[config.mk]
export PLATFORM = sky130hd
export DESIGN_NAME = taa_alarm
export DESIGN_NICKNAME = d
export VERILOG_FILES = /design/src/taa_pkg.sv /design/src/taa_alarm.sv /design/src/taa_sync.sv /design/src/taa_limit_cmp.sv
export SDC_FILE = /design/constraint.sdc
export NUM_CORES = 1
export LEC_CHECK = 0
export ABC_AREA = 1
export BUFFER_PORTS_ARGS = -buffer_cell sky130_fd_sc_hd__buf_4
export CAP_MARGIN = 20
export CORE_ASPECT_RATIO = 0.8
export CORE_MARGIN = 4
export CORE_UTILIZATION = 55
export CTS_CLUSTER_DIAMETER = 150
export DETAILED_ROUTE_END_ITERATION = 8
export PLACE_DENSITY = 0.9
export SLEW_MARGIN = 15
export SYNTH_ARGS = -nofsm -noshare
export SYNTH_HDL_FRONTEND = slang
export SYNTH_SLANG_ARGS = --single-unit
[constraint.sdc]
create_clock -name mclk -period 4.49 [get_ports mclk]
set_clock_uncertainty 0.1 [all_clocks]
set_input_delay 0.898 -clock mclk [delete_from_list [all_inputs] [get_ports mclk]]
set_output_delay 0.898 -clock mclk [all_outputs]
set_load 0.02 [all_outputs]
[src/taa_pkg.sv]
// Shared constants and types for the temperature alarm and alert logic
package taa_pkg;
   // Register offsets
   localparam logic [7:0] TAA_OFS_STATUS = 8'h02;
   localparam logic [7:0] TAA_OFS_CONFIG = 8'h09;
   localparam logic [7:0] TAA_OFS_ALCFG = 8'hbf;
   // Reset values
   localparam logic [7:0] TAA_STATUS_RST = 8'h00;
   localparam logic [7:0] TAA_CONFIG_RST = 8'h00;
   localparam logic [7:0] TAA_ALCFG_RST = 8'h00;
   // Status bit positions
   localparam int TAA_ST_BUSY = 7;
   localparam int TAA_ST_LHIGH = 6;
   localparam int TAA_ST_LLOW = 5;
   localparam int TAA_ST_RHIGH = 4;
   localparam int TAA_ST_RLOW = 3;
   localparam int TAA_ST_OPEN = 2;
   localparam int TAA_ST_RCRIT = 1;
   localparam int TAA_ST_LCRIT = 0;
   // Status bits that may pull the alert line, and the critical bits
   localparam logic [7:0] TAA_ALERT_BITS = 8'h7b;
   localparam logic [7:0] TAA_CRIT_BITS = 8'h03;
   localparam logic [7:0] TAA_OPEN_BIT = 8'h04;
   // Configuration and alert-configure bit positions
   localparam int TAA_CFG_MASK = 7;
   localparam int TAA_ALCFG_CMP = 0;
   // Alert response address and own slave address (own value is arbitrary)
   localparam logic [6:0] TAA_ARA_ADDR = 7'h0c;
   localparam logic [6:0] TAA_OWN_ADDR = 7'h2a;
   localparam logic [3:0] TAA_LAST_BIT = 4'h7;

   typedef enum logic [2:0] {
      TAA_ARA_IDLE,
      TAA_ARA_RXADDR,
      TAA_ARA_ACKW,
      TAA_ARA_ACK,
      TAA_ARA_SEND,
      TAA_ARA_DONE
   } taa_ara_t;

   typedef struct packed {
      logic busy;
      logic done;
      logic remote;
      logic [7:0] value;
   } taa_conv_t;

   typedef struct packed {
      logic wr;
      logic rd;
      logic [7:0] addr;
      logic [7:0] wdata;
   } taa_reg_req_t;

   typedef struct packed {
      logic [7:0] high;
      logic [7:0] low;
      logic [7:0] crit;
   } taa_limits_t;

   typedef struct packed {
      logic over_high;
      logic under_low;
      logic over_crit;
      logic crit_on;
   } taa_cmp_t;

   // Places one channel's limit results at that channel's status positions
   function automatic logic [7:0] taa_chan_bits(input logic remote, input logic hi,
                                                input logic lo, input logic cr);
      logic [7:0] f;
      f = 8'h00;
      if (remote)
      begin
         f[TAA_ST_RHIGH] = hi;
         f[TAA_ST_RLOW] = lo;
         f[TAA_ST_RCRIT] = cr;
      end
      else
      begin
         f[TAA_ST_LHIGH] = hi;
         f[TAA_ST_LLOW] = lo;
         f[TAA_ST_LCRIT] = cr;
      end
      return f;
   endfunction
endpackage

[src/taa_alarm.sv]
// Temperature alarm flags, alert output, alert response and critical alarm
//
// Summary of operation
// - Compare each finished reading against its limits
// - Over high/crit or under low sets flag
// - Unmasked set flags except busy/open pull alert
// - Alert asserts only while mask bit is zero
// - Comparator mode releases alert when condition ends
// - Interrupt mode status read with flags sets mask
// - Non-critical flags clear on status read, reset next conversion
// - Mask set keeps alert released until cleared
// - Answer alert response read by sending address
// - Full address sent: release alert, set mask
// - Address bit seen wrong: alert and mask unchanged
// - Alert response address is 000 1100
// - Answer alert response only in interrupt mode
// - Mask and alert-configure reset to zero
// - Critical alarm asserts when reading exceeds critical
// - Alternate conversions update alarm and flags each time
// - Critical alarm releases below critical minus hysteresis
// - Critical flag clears after read and reading below
// - One hysteresis value serves both channels
// - Busy bit high only during conversion
`timescale 1ns/1ps
module taa_alarm
   import taa_pkg::*;
(
   input wire logic mclk,
   input wire logic srst,
   input wire taa_conv_t conv,
   input wire logic open_fault,
   input wire logic [7:0] local_high_limit,
   input wire logic [7:0] local_low_limit,
   input wire logic [7:0] local_crit_limit,
   input wire logic [7:0] remote_high_limit,
   input wire logic [7:0] remote_low_limit,
   input wire logic [7:0] remote_crit_limit,
   input wire logic [7:0] crit_hysteresis,
   input wire taa_reg_req_t reg_req,
   output logic [7:0] reg_rdata,
   input wire logic smb_clk_i,
   input wire logic smb_data_i,
   output logic smb_data_o,
   output logic smb_data_oe,
   output logic alert_n_o,
   output logic alert_n_oe,
   output logic crit_alarm_n_o,
   output logic crit_alarm_n_oe
);
   typedef struct packed {
      logic [7:0] status;
      logic [7:0] cfg;
      logic [7:0] alcfg;
      logic [7:0] cond;
      logic [1:0] crit_on;
      logic [7:0] rdata;
      logic busy;
      logic alert_oe;
      logic crit_oe;
      logic sda_oe;
      logic drive_lvl;
      taa_ara_t ara;
      logic [3:0] bitcnt;
      logic [7:0] shift;
      logic scl_d;
      logic sda_d;
   } taa_alarm_st_t;

   taa_alarm_st_t q;
   taa_alarm_st_t d;
   logic [1:0] pins;
   logic [1:0] pins_s;
   logic scl_s;
   logic sda_s;
   taa_limits_t lim_sel;
   taa_cmp_t cmp;
   logic [7:0] chan;
   logic [7:0] newf;
   logic st_rd;
   logic start;
   logic stop;
   logic rise;
   logic fall;

   assign pins = {smb_clk_i, smb_data_i};

   // Bus clock and data are foreign to mclk
   genvar gi;
   generate
      for (gi = 0; gi < 2; gi++)
      begin : g_sync
         taa_sync u_sync (
            .mclk(mclk),
            .srst(srst),
            .pin(pins[gi]),
            .pin_s(pins_s[gi])
         );
      end
   endgenerate
   assign scl_s = pins_s[1];
   assign sda_s = pins_s[0];
   // One comparator serves both channels; conversions never overlap
   always_comb
   begin
      if (conv.remote)
         lim_sel = '{high: remote_high_limit, low: remote_low_limit, crit: remote_crit_limit};
      else
         lim_sel = '{high: local_high_limit, low: local_low_limit, crit: local_crit_limit};
   end
   taa_limit_cmp u_cmp (
      .reading(conv.value),
      .lim(lim_sel),
      .hyst(crit_hysteresis),
      .crit_on_q(q.crit_on[conv.remote]),
      .res(cmp)
   );
   always_comb
   begin
      d = q;
      d.drive_lvl = 1'b0;
      d.scl_d = scl_s;
      d.sda_d = sda_s;
      start = scl_s && q.scl_d && q.sda_d && !sda_s;
      stop = scl_s && q.scl_d && !q.sda_d && sda_s;
      rise = scl_s && !q.scl_d;
      fall = !scl_s && q.scl_d;
      chan = taa_chan_bits(conv.remote, 1'b1, 1'b1, 1'b1);
      newf = taa_chan_bits(conv.remote, cmp.over_high, cmp.under_low, cmp.over_crit);
      st_rd = reg_req.rd && (reg_req.addr == TAA_OFS_STATUS);
      // Software writes first, so hardware mask sets below win over a clear
      if (reg_req.wr && reg_req.addr == TAA_OFS_CONFIG)
         d.cfg = reg_req.wdata;
      if (reg_req.wr && reg_req.addr == TAA_OFS_ALCFG)
         d.alcfg = reg_req.wdata;
      if (reg_req.rd)
      begin
         case (reg_req.addr)
            TAA_OFS_STATUS: d.rdata = {q.busy, q.status[6:0]};
            TAA_OFS_CONFIG: d.rdata = q.cfg;
            TAA_OFS_ALCFG: d.rdata = q.alcfg;
            default: d.rdata = 8'h00;
         endcase
      end
      if (st_rd)
      begin
         // Critical flags survive while their channel still reads above
         d.status = q.status & q.cond & TAA_CRIT_BITS;
         if (!q.alcfg[TAA_ALCFG_CMP] && |(q.status & TAA_ALERT_BITS))
            d.cfg[TAA_CFG_MASK] = 1'b1;
      end
      // A conversion ending in the read cycle still sets its flags
      if (conv.done)
      begin
         d.cond = (q.cond & ~chan) | newf;
         d.status = d.status | newf;
         if (conv.remote && open_fault)
            d.status = d.status | TAA_OPEN_BIT;
         d.crit_on[conv.remote] = cmp.crit_on;
      end
      d.busy = conv.busy;
      unique case (q.ara)
         TAA_ARA_IDLE:
         begin
         end
         TAA_ARA_RXADDR:
         begin
            if (rise)
            begin
               d.shift = {q.shift[6:0], sda_s};
               d.bitcnt = q.bitcnt + 4'h1;
               if (q.bitcnt == TAA_LAST_BIT)
                  d.ara = TAA_ARA_ACKW;
            end
         end
         TAA_ARA_ACKW:
         begin
            if (fall)
            begin
               if (q.shift == {TAA_ARA_ADDR, 1'b1} && q.alert_oe &&
                   !q.alcfg[TAA_ALCFG_CMP])
               begin
                  d.sda_oe = 1'b1;
                  d.ara = TAA_ARA_ACK;
               end
               else
                  d.ara = TAA_ARA_IDLE;
            end
         end
         TAA_ARA_ACK:
         begin
            if (fall)
            begin
               d.shift = {TAA_OWN_ADDR, 1'b0};
               d.bitcnt = 4'h0;
               d.sda_oe = ~TAA_OWN_ADDR[6];
               d.ara = TAA_ARA_SEND;
            end
         end
         TAA_ARA_SEND:
         begin
            if (rise)
            begin
               if (sda_s != q.shift[7])
               begin
                  // Lost to another alerting device; try again on a later read
                  d.sda_oe = 1'b0;
                  d.ara = TAA_ARA_IDLE;
               end
               else
               begin
                  d.shift = {q.shift[6:0], 1'b0};
                  d.bitcnt = q.bitcnt + 4'h1;
                  if (q.bitcnt == TAA_LAST_BIT)
                  begin
                     d.cfg[TAA_CFG_MASK] = 1'b1;
                     d.ara = TAA_ARA_DONE;
                  end
               end
            end
            else if (fall)
               d.sda_oe = ~q.shift[7];
         end
         TAA_ARA_DONE:
         begin
            if (fall)
            begin
               d.sda_oe = 1'b0;
               d.ara = TAA_ARA_IDLE;
            end
         end
         default:
         begin
            d.sda_oe = 1'b0;
            d.ara = TAA_ARA_IDLE;
         end
      endcase
      // A start resynchronises the responder at any point
      if (start)
      begin
         d.ara = TAA_ARA_RXADDR;
         d.bitcnt = 4'h0;
         d.sda_oe = 1'b0;
      end
      else if (stop)
      begin
         d.ara = TAA_ARA_IDLE;
         d.sda_oe = 1'b0;
      end
      if (d.alcfg[TAA_ALCFG_CMP])
         d.alert_oe = !d.cfg[TAA_CFG_MASK] && |(d.cond & TAA_ALERT_BITS);
      else
         d.alert_oe = !d.cfg[TAA_CFG_MASK] && |(d.status & TAA_ALERT_BITS);
      d.crit_oe = |d.crit_on;
   end

   always_ff @(posedge mclk)
   begin
      if (srst)
      begin
         q <= '0;
         q.status <= TAA_STATUS_RST;
         q.cfg <= TAA_CONFIG_RST;
         q.alcfg <= TAA_ALCFG_RST;
         {q.scl_d, q.sda_d} <= 2'b11;
      end
      else
         q <= d;
   end

   assign reg_rdata = q.rdata;
   assign smb_data_o = q.drive_lvl;
   assign smb_data_oe = q.sda_oe;
   assign alert_n_o = q.drive_lvl;
   assign alert_n_oe = q.alert_oe;
   assign crit_alarm_n_o = q.drive_lvl;
   assign crit_alarm_n_oe = q.crit_oe;
endmodule

[src/taa_sync.sv]
// Two-flop synchroniser for one pin
`timescale 1ns/1ps
module taa_sync
   import taa_pkg::*;
(
   input wire logic mclk,
   input wire logic srst,
   input wire logic pin,
   output logic pin_s
);
   typedef struct packed {
      logic s1;
      logic s2;
   } taa_sync_st_t;

   taa_sync_st_t q;
   taa_sync_st_t d;

   always_comb
   begin
      d.s1 = pin;
      d.s2 = q.s1;
   end

   always_ff @(posedge mclk)
   begin
      if (srst)
         q <= '1;
      else
         q <= d;
   end

   assign pin_s = q.s2;
endmodule

[src/taa_limit_cmp.sv]
// Limit comparison of one reading, with critical hysteresis
`timescale 1ns/1ps
module taa_limit_cmp
   import taa_pkg::*;
(
   input wire logic [7:0] reading,
   input wire taa_limits_t lim,
   input wire logic [7:0] hyst,
   input wire logic crit_on_q,
   output taa_cmp_t res
);
   logic signed [9:0] rd_w;
   logic signed [9:0] thr_w;

   always_comb
   begin
      rd_w = {{2{reading[7]}}, reading};
      // Wide enough that crit minus a large hysteresis cannot wrap
      thr_w = $signed({{2{lim.crit[7]}}, lim.crit}) - $signed({2'b00, hyst});
      res.over_high = $signed(reading) > $signed(lim.high);
      res.under_low = $signed(reading) < $signed(lim.low);
      res.over_crit = $signed(reading) > $signed(lim.crit);
      if (res.over_crit)
         res.crit_on = 1'b1;
      else if (rd_w < thr_w)
         res.crit_on = 1'b0;
      else
         res.crit_on = crit_on_q;
   end
endmodule

# == Yosys cells after proc, flatten, opt, wreduce, memory -nomap -nowiden ==
# Index checks and enable logic that the tools add are counted.
# totals
ff_bits,68
latchBits,0
ram_bits,0
mem_bits_ro,0
input_bits,90
out_inout_bits,14
word_cells,157
memories,0
# op_classes
addsub,2
multipliers,0
n_div,0
magnitude_cmp,6
eq_ne,30
shift,0
muxes,51
n_bitwise,8
n_reduce_logical,36
# op_table
op,count
$mux 15,3
$pmux 12 s3,1
$mux 1,25
$mux 24,1
$ne 4x4->1 const B,6
$pmux 8 s3,1
$mux 3,6
$mux 9,2
$pmux 3 s6,1
$reduce_or 6->1,3
$logic_and 1x1->1,17
$gt 8x8->1,2
$mux 8,2
$ne 2x2->1 const B,8
$or 8x7->8,2
$reduce_and 8->1,2
$mux 12,1
$ne 3x3->1 const B,4
$lt 8x10->1,1
$mux 2,5
$sub 8x9->10,1
$and 8x8->8,1
$eq 8x2->1 const B,1
$eq 8x4->1 const B,1
25 further kinds,36

# == Longest topological paths before layout ==
# depth
depth_word,12
ltp_mapped,26
mapped_depth_nobuf,24

# == Hierarchy ==
# A second synthesis with hierarchy kept.
# unflattened
hier_cells,730
hier_area_um2,4608.2
# modules_own_cells
module,instances,cells_per_inst,area_each_um2
taa_alarm,1,516,3246.9
taa_limit_cmp,1,200,1243.7
taa_sync,2,7,58.8

# == Least setup slack after synthesis ==
# OpenSTA, ideal clock, no wires.
# synth_timing
kind,input port to flip-flop
startpoint,in conv[8] (netlist name)
endpoint,"reg q, in the netlist crit_alarm_n_oe"
setup_time_ns,0.123
arrival_time_ns,3.710
required_ns,4.267
setup_slack_ns,0.556
cell_stages,25
n_path_buf,2
cell_sequence,buf_4 > inv_1 > buf_2 > or2_2 > o21ai_0 > inv_1 > ha_1 > a21oi_1 > nand2_1 > a21oi_1 > o21bai_1 > nand2_1 > nand2_1 > a21oi_1 > nor2_1 > o21ai_0 > inv_1 > ha_1 > inv_1 > nor3_1 > nand2_1 > nand3_1 > nand2_1 > o21ai_0 > nand2_1
# synth_between
elab_chain_cells,8
elab_cells_between_ends,16
# synth_lines
item,line,rtl
from (decl),taa_alarm.sv:30,"input wire taa_conv_t conv,"
$mux 24,taa_alarm.sv:105,if (conv.remote)
$sub 8x9->10,taa_limit_cmp.sv:19,"thr_w = $signed({{2{lim.crit[7]}}, lim.crit}) - $signed({2'b00, hyst});"
$lt 8x10->1,taa_limit_cmp.sv:25,else if (rd_w < thr_w)
$mux 1,taa_limit_cmp.sv:25,
$mux 1,taa_limit_cmp.sv:23,if (res.over_crit)
$bwmux 2 (*),taa_alarm.sv:158,d.crit_on[conv.remote] = cmp.crit_on;
$mux 9 (*),taa_alarm.sv:152,if (conv.done)
$reduce_or 2->1 (*),taa_alarm.sv:253,d.crit_oe = |d.crit_on;
to (decl),taa_alarm.sv:69,taa_alarm_st_t q;
# Mark *: on every way between the ends. The rest lies on a longest branch, timed or not. The select of a mux whose other input is x is not followed.
# A chain may end at the register's enable or synchronous reset.

# == Worst setup path after layout ==
# layout_timing
startpoint,in conv[8] (netlist name)
endpoint,reg q[30] (netlist name)
# layout_between
elab_chain_cells,7
elab_cells_between_ends,15
# layout_lines
item,line
$mux 24,taa_alarm.sv:105
$sub 8x9->10,taa_limit_cmp.sv:19
$lt 8x10->1,taa_limit_cmp.sv:25
$mux 1,taa_limit_cmp.sv:25
$mux 1,taa_limit_cmp.sv:23
$bwmux 2 (*),taa_alarm.sv:158
$mux 9 (*),taa_alarm.sv:152
# Marked as above.

==> flow_summary.yaml <==
finish:
  n_fill_cell: 686
  area_growth_syn_to_layout_pct: 20.9
  fin_nets: 866
  diodes: 0
  design_area_um2: 5370
  multi_input_area_um2: 2620
  final_layout_size_suffix_gt1_share_pct: 19.9
  regArea_um2: 1280
clock_network:
  cts_tree: "done"
  clockBufferDepth: 2
  cts_root_buf: "clkbuf_8"
  clkTransAtPathRegs_ns: 0.07
  post_cts_resized: 0
  cts_buffers: 9
  clkLatencyLatePin_ns: 0.35
  post_cts_buffers: 0
  hold_buffers: 0
  clock-sinks: 64
  h-tree-depth: 3
route:
  drc_errors: 0
  postRouteAntennaNets: 0
  drt_iter0_drc: 257
  vias_per_cell: 5.23
  wl_per_cell_um: 13.5
  drt-total-wl_mm: 11.4
  dr_total_vias: 4406
  drtPass1Iterations: 6
synthesis:
  ys_ff_latch: 64
  ys.flop_type: "dfxtp_1"
  syn_area_um2: 4440
  syn_avg_cell_area_um2: 6.91
  ys_warn_count: 0
  yosysTopAreaCellShare_pct: 28.9
  synth.yosys.seq_area_share_pct: 28.9
  synth.area.top_cells: "dfxtp_1, nand2_1, ha_1"
  synthCells: 642
  synth_most_common_cell: "nand2_1"
  synth_edf_count: 0
  synthArstFlopShare_pct: 0
  synthTopCellsByCount: "nand2_1, inv_1, dfxtp_1"
  yosys.area.top_type: "dfxtp_1"
  synth.distinct_cells: 43
setup_path:
  cp.required_ns: 4.62
  worstPathArrival_ns: 4.18
  worstRegToRegCells: 9
  slowest_delay_ns: 0.33
  worst-setup-path-type: "input pin to flip-flop"
  crit_fanout: 11
  slowest_stage: "ha_1"
  crit_path_start_kind: "input pin"
  crit_top_cell: "nand2_1"
  end_kind: "flip-flop"
sta:
  fmax_mhz: 247
  max_slew_margin_pct: 62.8
  min_period_ns: 4.06
  setup_viol: 0
  finalCritPeriodShare_pct: 90.3
  hold_violations: 0
  rsz0062_at_grt: "false"
  slew_violations: 0
  finalSetupTns_ns: 0
  worstMarginPinSlew_ns: 0.558
global_route:
  grt_max_degree: 54
  grt_pass1_vias: 4227
  grt_usage_pct: 24.3
  antenna_found_initial: 0
  grt.overflow.total: 0
  grt_pass1_wl_mm: 18.6
die:
  die_w_um: 108
  rows: 29
  die_h_um: 88.3
  die_area_um2: 9580
  io_pins: 104
  initial_core_util_pct: 56.1
  core_um2: 7910
power:
  power_density_nw_per_um2: 290
  ir_worst_vdd_mv: 0.182
  leakage_nw: 2.70
placed_design:
  placed_area_um2: 5180
  globalplace.congestion: 0.882
  hpwlAfterDp_mm: 9.11
  port_buffers: 100
min_path:
  min-delay-path-class: "flip-flop to flip-flop"
  holdPathStages: 1
flow_run:
  drv_cap: 0
run_status:
  status: "finished clean"
## flip-flops by register name, indices dropped and copies added, names as in the netlist
signal / count
alert_n_oe: 1
g_sync.u_sync.pin_s: 2
q: 49
smb_data_oe: 1
crit_alarm_n_oe: 1
g_sync.u_sync.d: 2
reg_rdata: 8
## report_power, final
group / switching (W) / internal [W] / leakage [nW]
logic: 0.000255 / 0.000193 / 2.09
registers: 0.0000245 / 0.000603 / 0.521
clock network: 0.000212 / 0.000268 / 0.0925
total: 0.000491 / 0.00106 / 2.70
## critical path: cells and delay by family
| kind | cells | cell delay (ns) |
|---|---|---|
| AO/OA/AOI/OAI | 6 | 1.03 |
| XOR/XNOR | 1 | 0.20 |
| adder cells (fa/ha/maj) | 2 | 0.60 |
| buffers and inverters | 5 | 0.52 |
| AND/OR/NAND/NOR | 11 | 0.92 |
## layout by cell type, fill, tap and decap left out, drive strengths merged
master and instances:
buf 101, nand3 28, clkinvlp 1, o211ai 5, o21bai 2, nand2 162
a31oi 2, a21o 1, bufinv 1, or2 12, nor4 2, o21ai 26
conb 3, a211oi 9, o31ai 1, a21oi 53, nand3b 1, nor2 55
and2 1, nand4 3, mux2i 14, dfxtp 64, o221ai 4, clkinv 1
nor3 9, a311oi 3, fa 1, inv 103, clkbuf 12, xnor2 5
ha 45, xor2 4
## through the flow
step | setup WS [ns] | total power [W] | hold slack, ns | std cells | utilization (%)
after detailed placement | 0.121 | 0.00108 | 0.304 | 827 | 65.5
final | 0.434 | 0.00155 | 0.315 | 842 | 67.8
after global placement | 0.323 | 0.00106 | 0.293 | 827 | 65.5
after CTS | 0.493 | 0.00156 | 0.320 | 842 | 67.8
after global routing | 0.0850 | 0.00165 | 0.337 | 842 | 67.8
after floorplan | 0.556 | 0.000943 | 0.289 | 644 | -
## logic make-up (layout without fill, tap and decap cells)
| kind of cell | count (synthesis) | in the layout | share of synthesized area (%) |
|---|---|---|---|
| adder cells (fa/ha/maj) | 46 | 46 | 13.1 |
| other | 1 | 3 | 0.0845 |
| AO/OA/AOI/OAI | 106 | 106 | 14.2 |
| buffers and inverters | 129 | 219 | 12.3 |
| multiplexers | 14 | 14 | 3.16 |
| AND/OR/NAND/NOR | 273 | 273 | 26.4 |
| XOR/XNOR | 9 | 9 | 1.78 |
| flip-flops | 64 | 64 | 28.9 |
## final timing paths
| check | startpoint | to | slack, ns |
|---|---|---|---|
| worst max-delay path | conv[8] | q[30] | 0.43 |
| worst min-delay path | g_sync[0].u_sync.d[0] | g_sync[0].u_sync.pin_s | 0.31 |
| worst min register to register | g_sync[0].u_sync.d[0] | g_sync[0].u_sync.pin_s | 0.31 |
| worst max register to register | q[14] | q[11] | 2.35 |
## layer usage
| metal | track usage [%] | part of all wire, % | vias to the layer above |
|---|---|---|---|
| met5 | 0 | 0 | - |
| met1 | 29.6 | 43 | 1989 |
| met2 | 43.1 | 48 | 157 |
| met3 | 5.25 | 6.1 | 31 |
| met4 | 7.22 | 2.3 | 0 |
| li1 | - | - | 2229 |
## layout make-up
| class | instances | share of cell area (%) |
|---|---|---|
| clock buffers | 12 | 2.70 |
| clock inverters | 3 | 0.793 |
| inverters | 103 | 7.20 |
| multi-input cells | 451 | 48.8 |
| flip-flops and latches | 64 | 23.9 |
| well taps | 108 | 2.52 |
| repair buffers | 101 | 14.1 |
(Power assumes the default switching activity.)
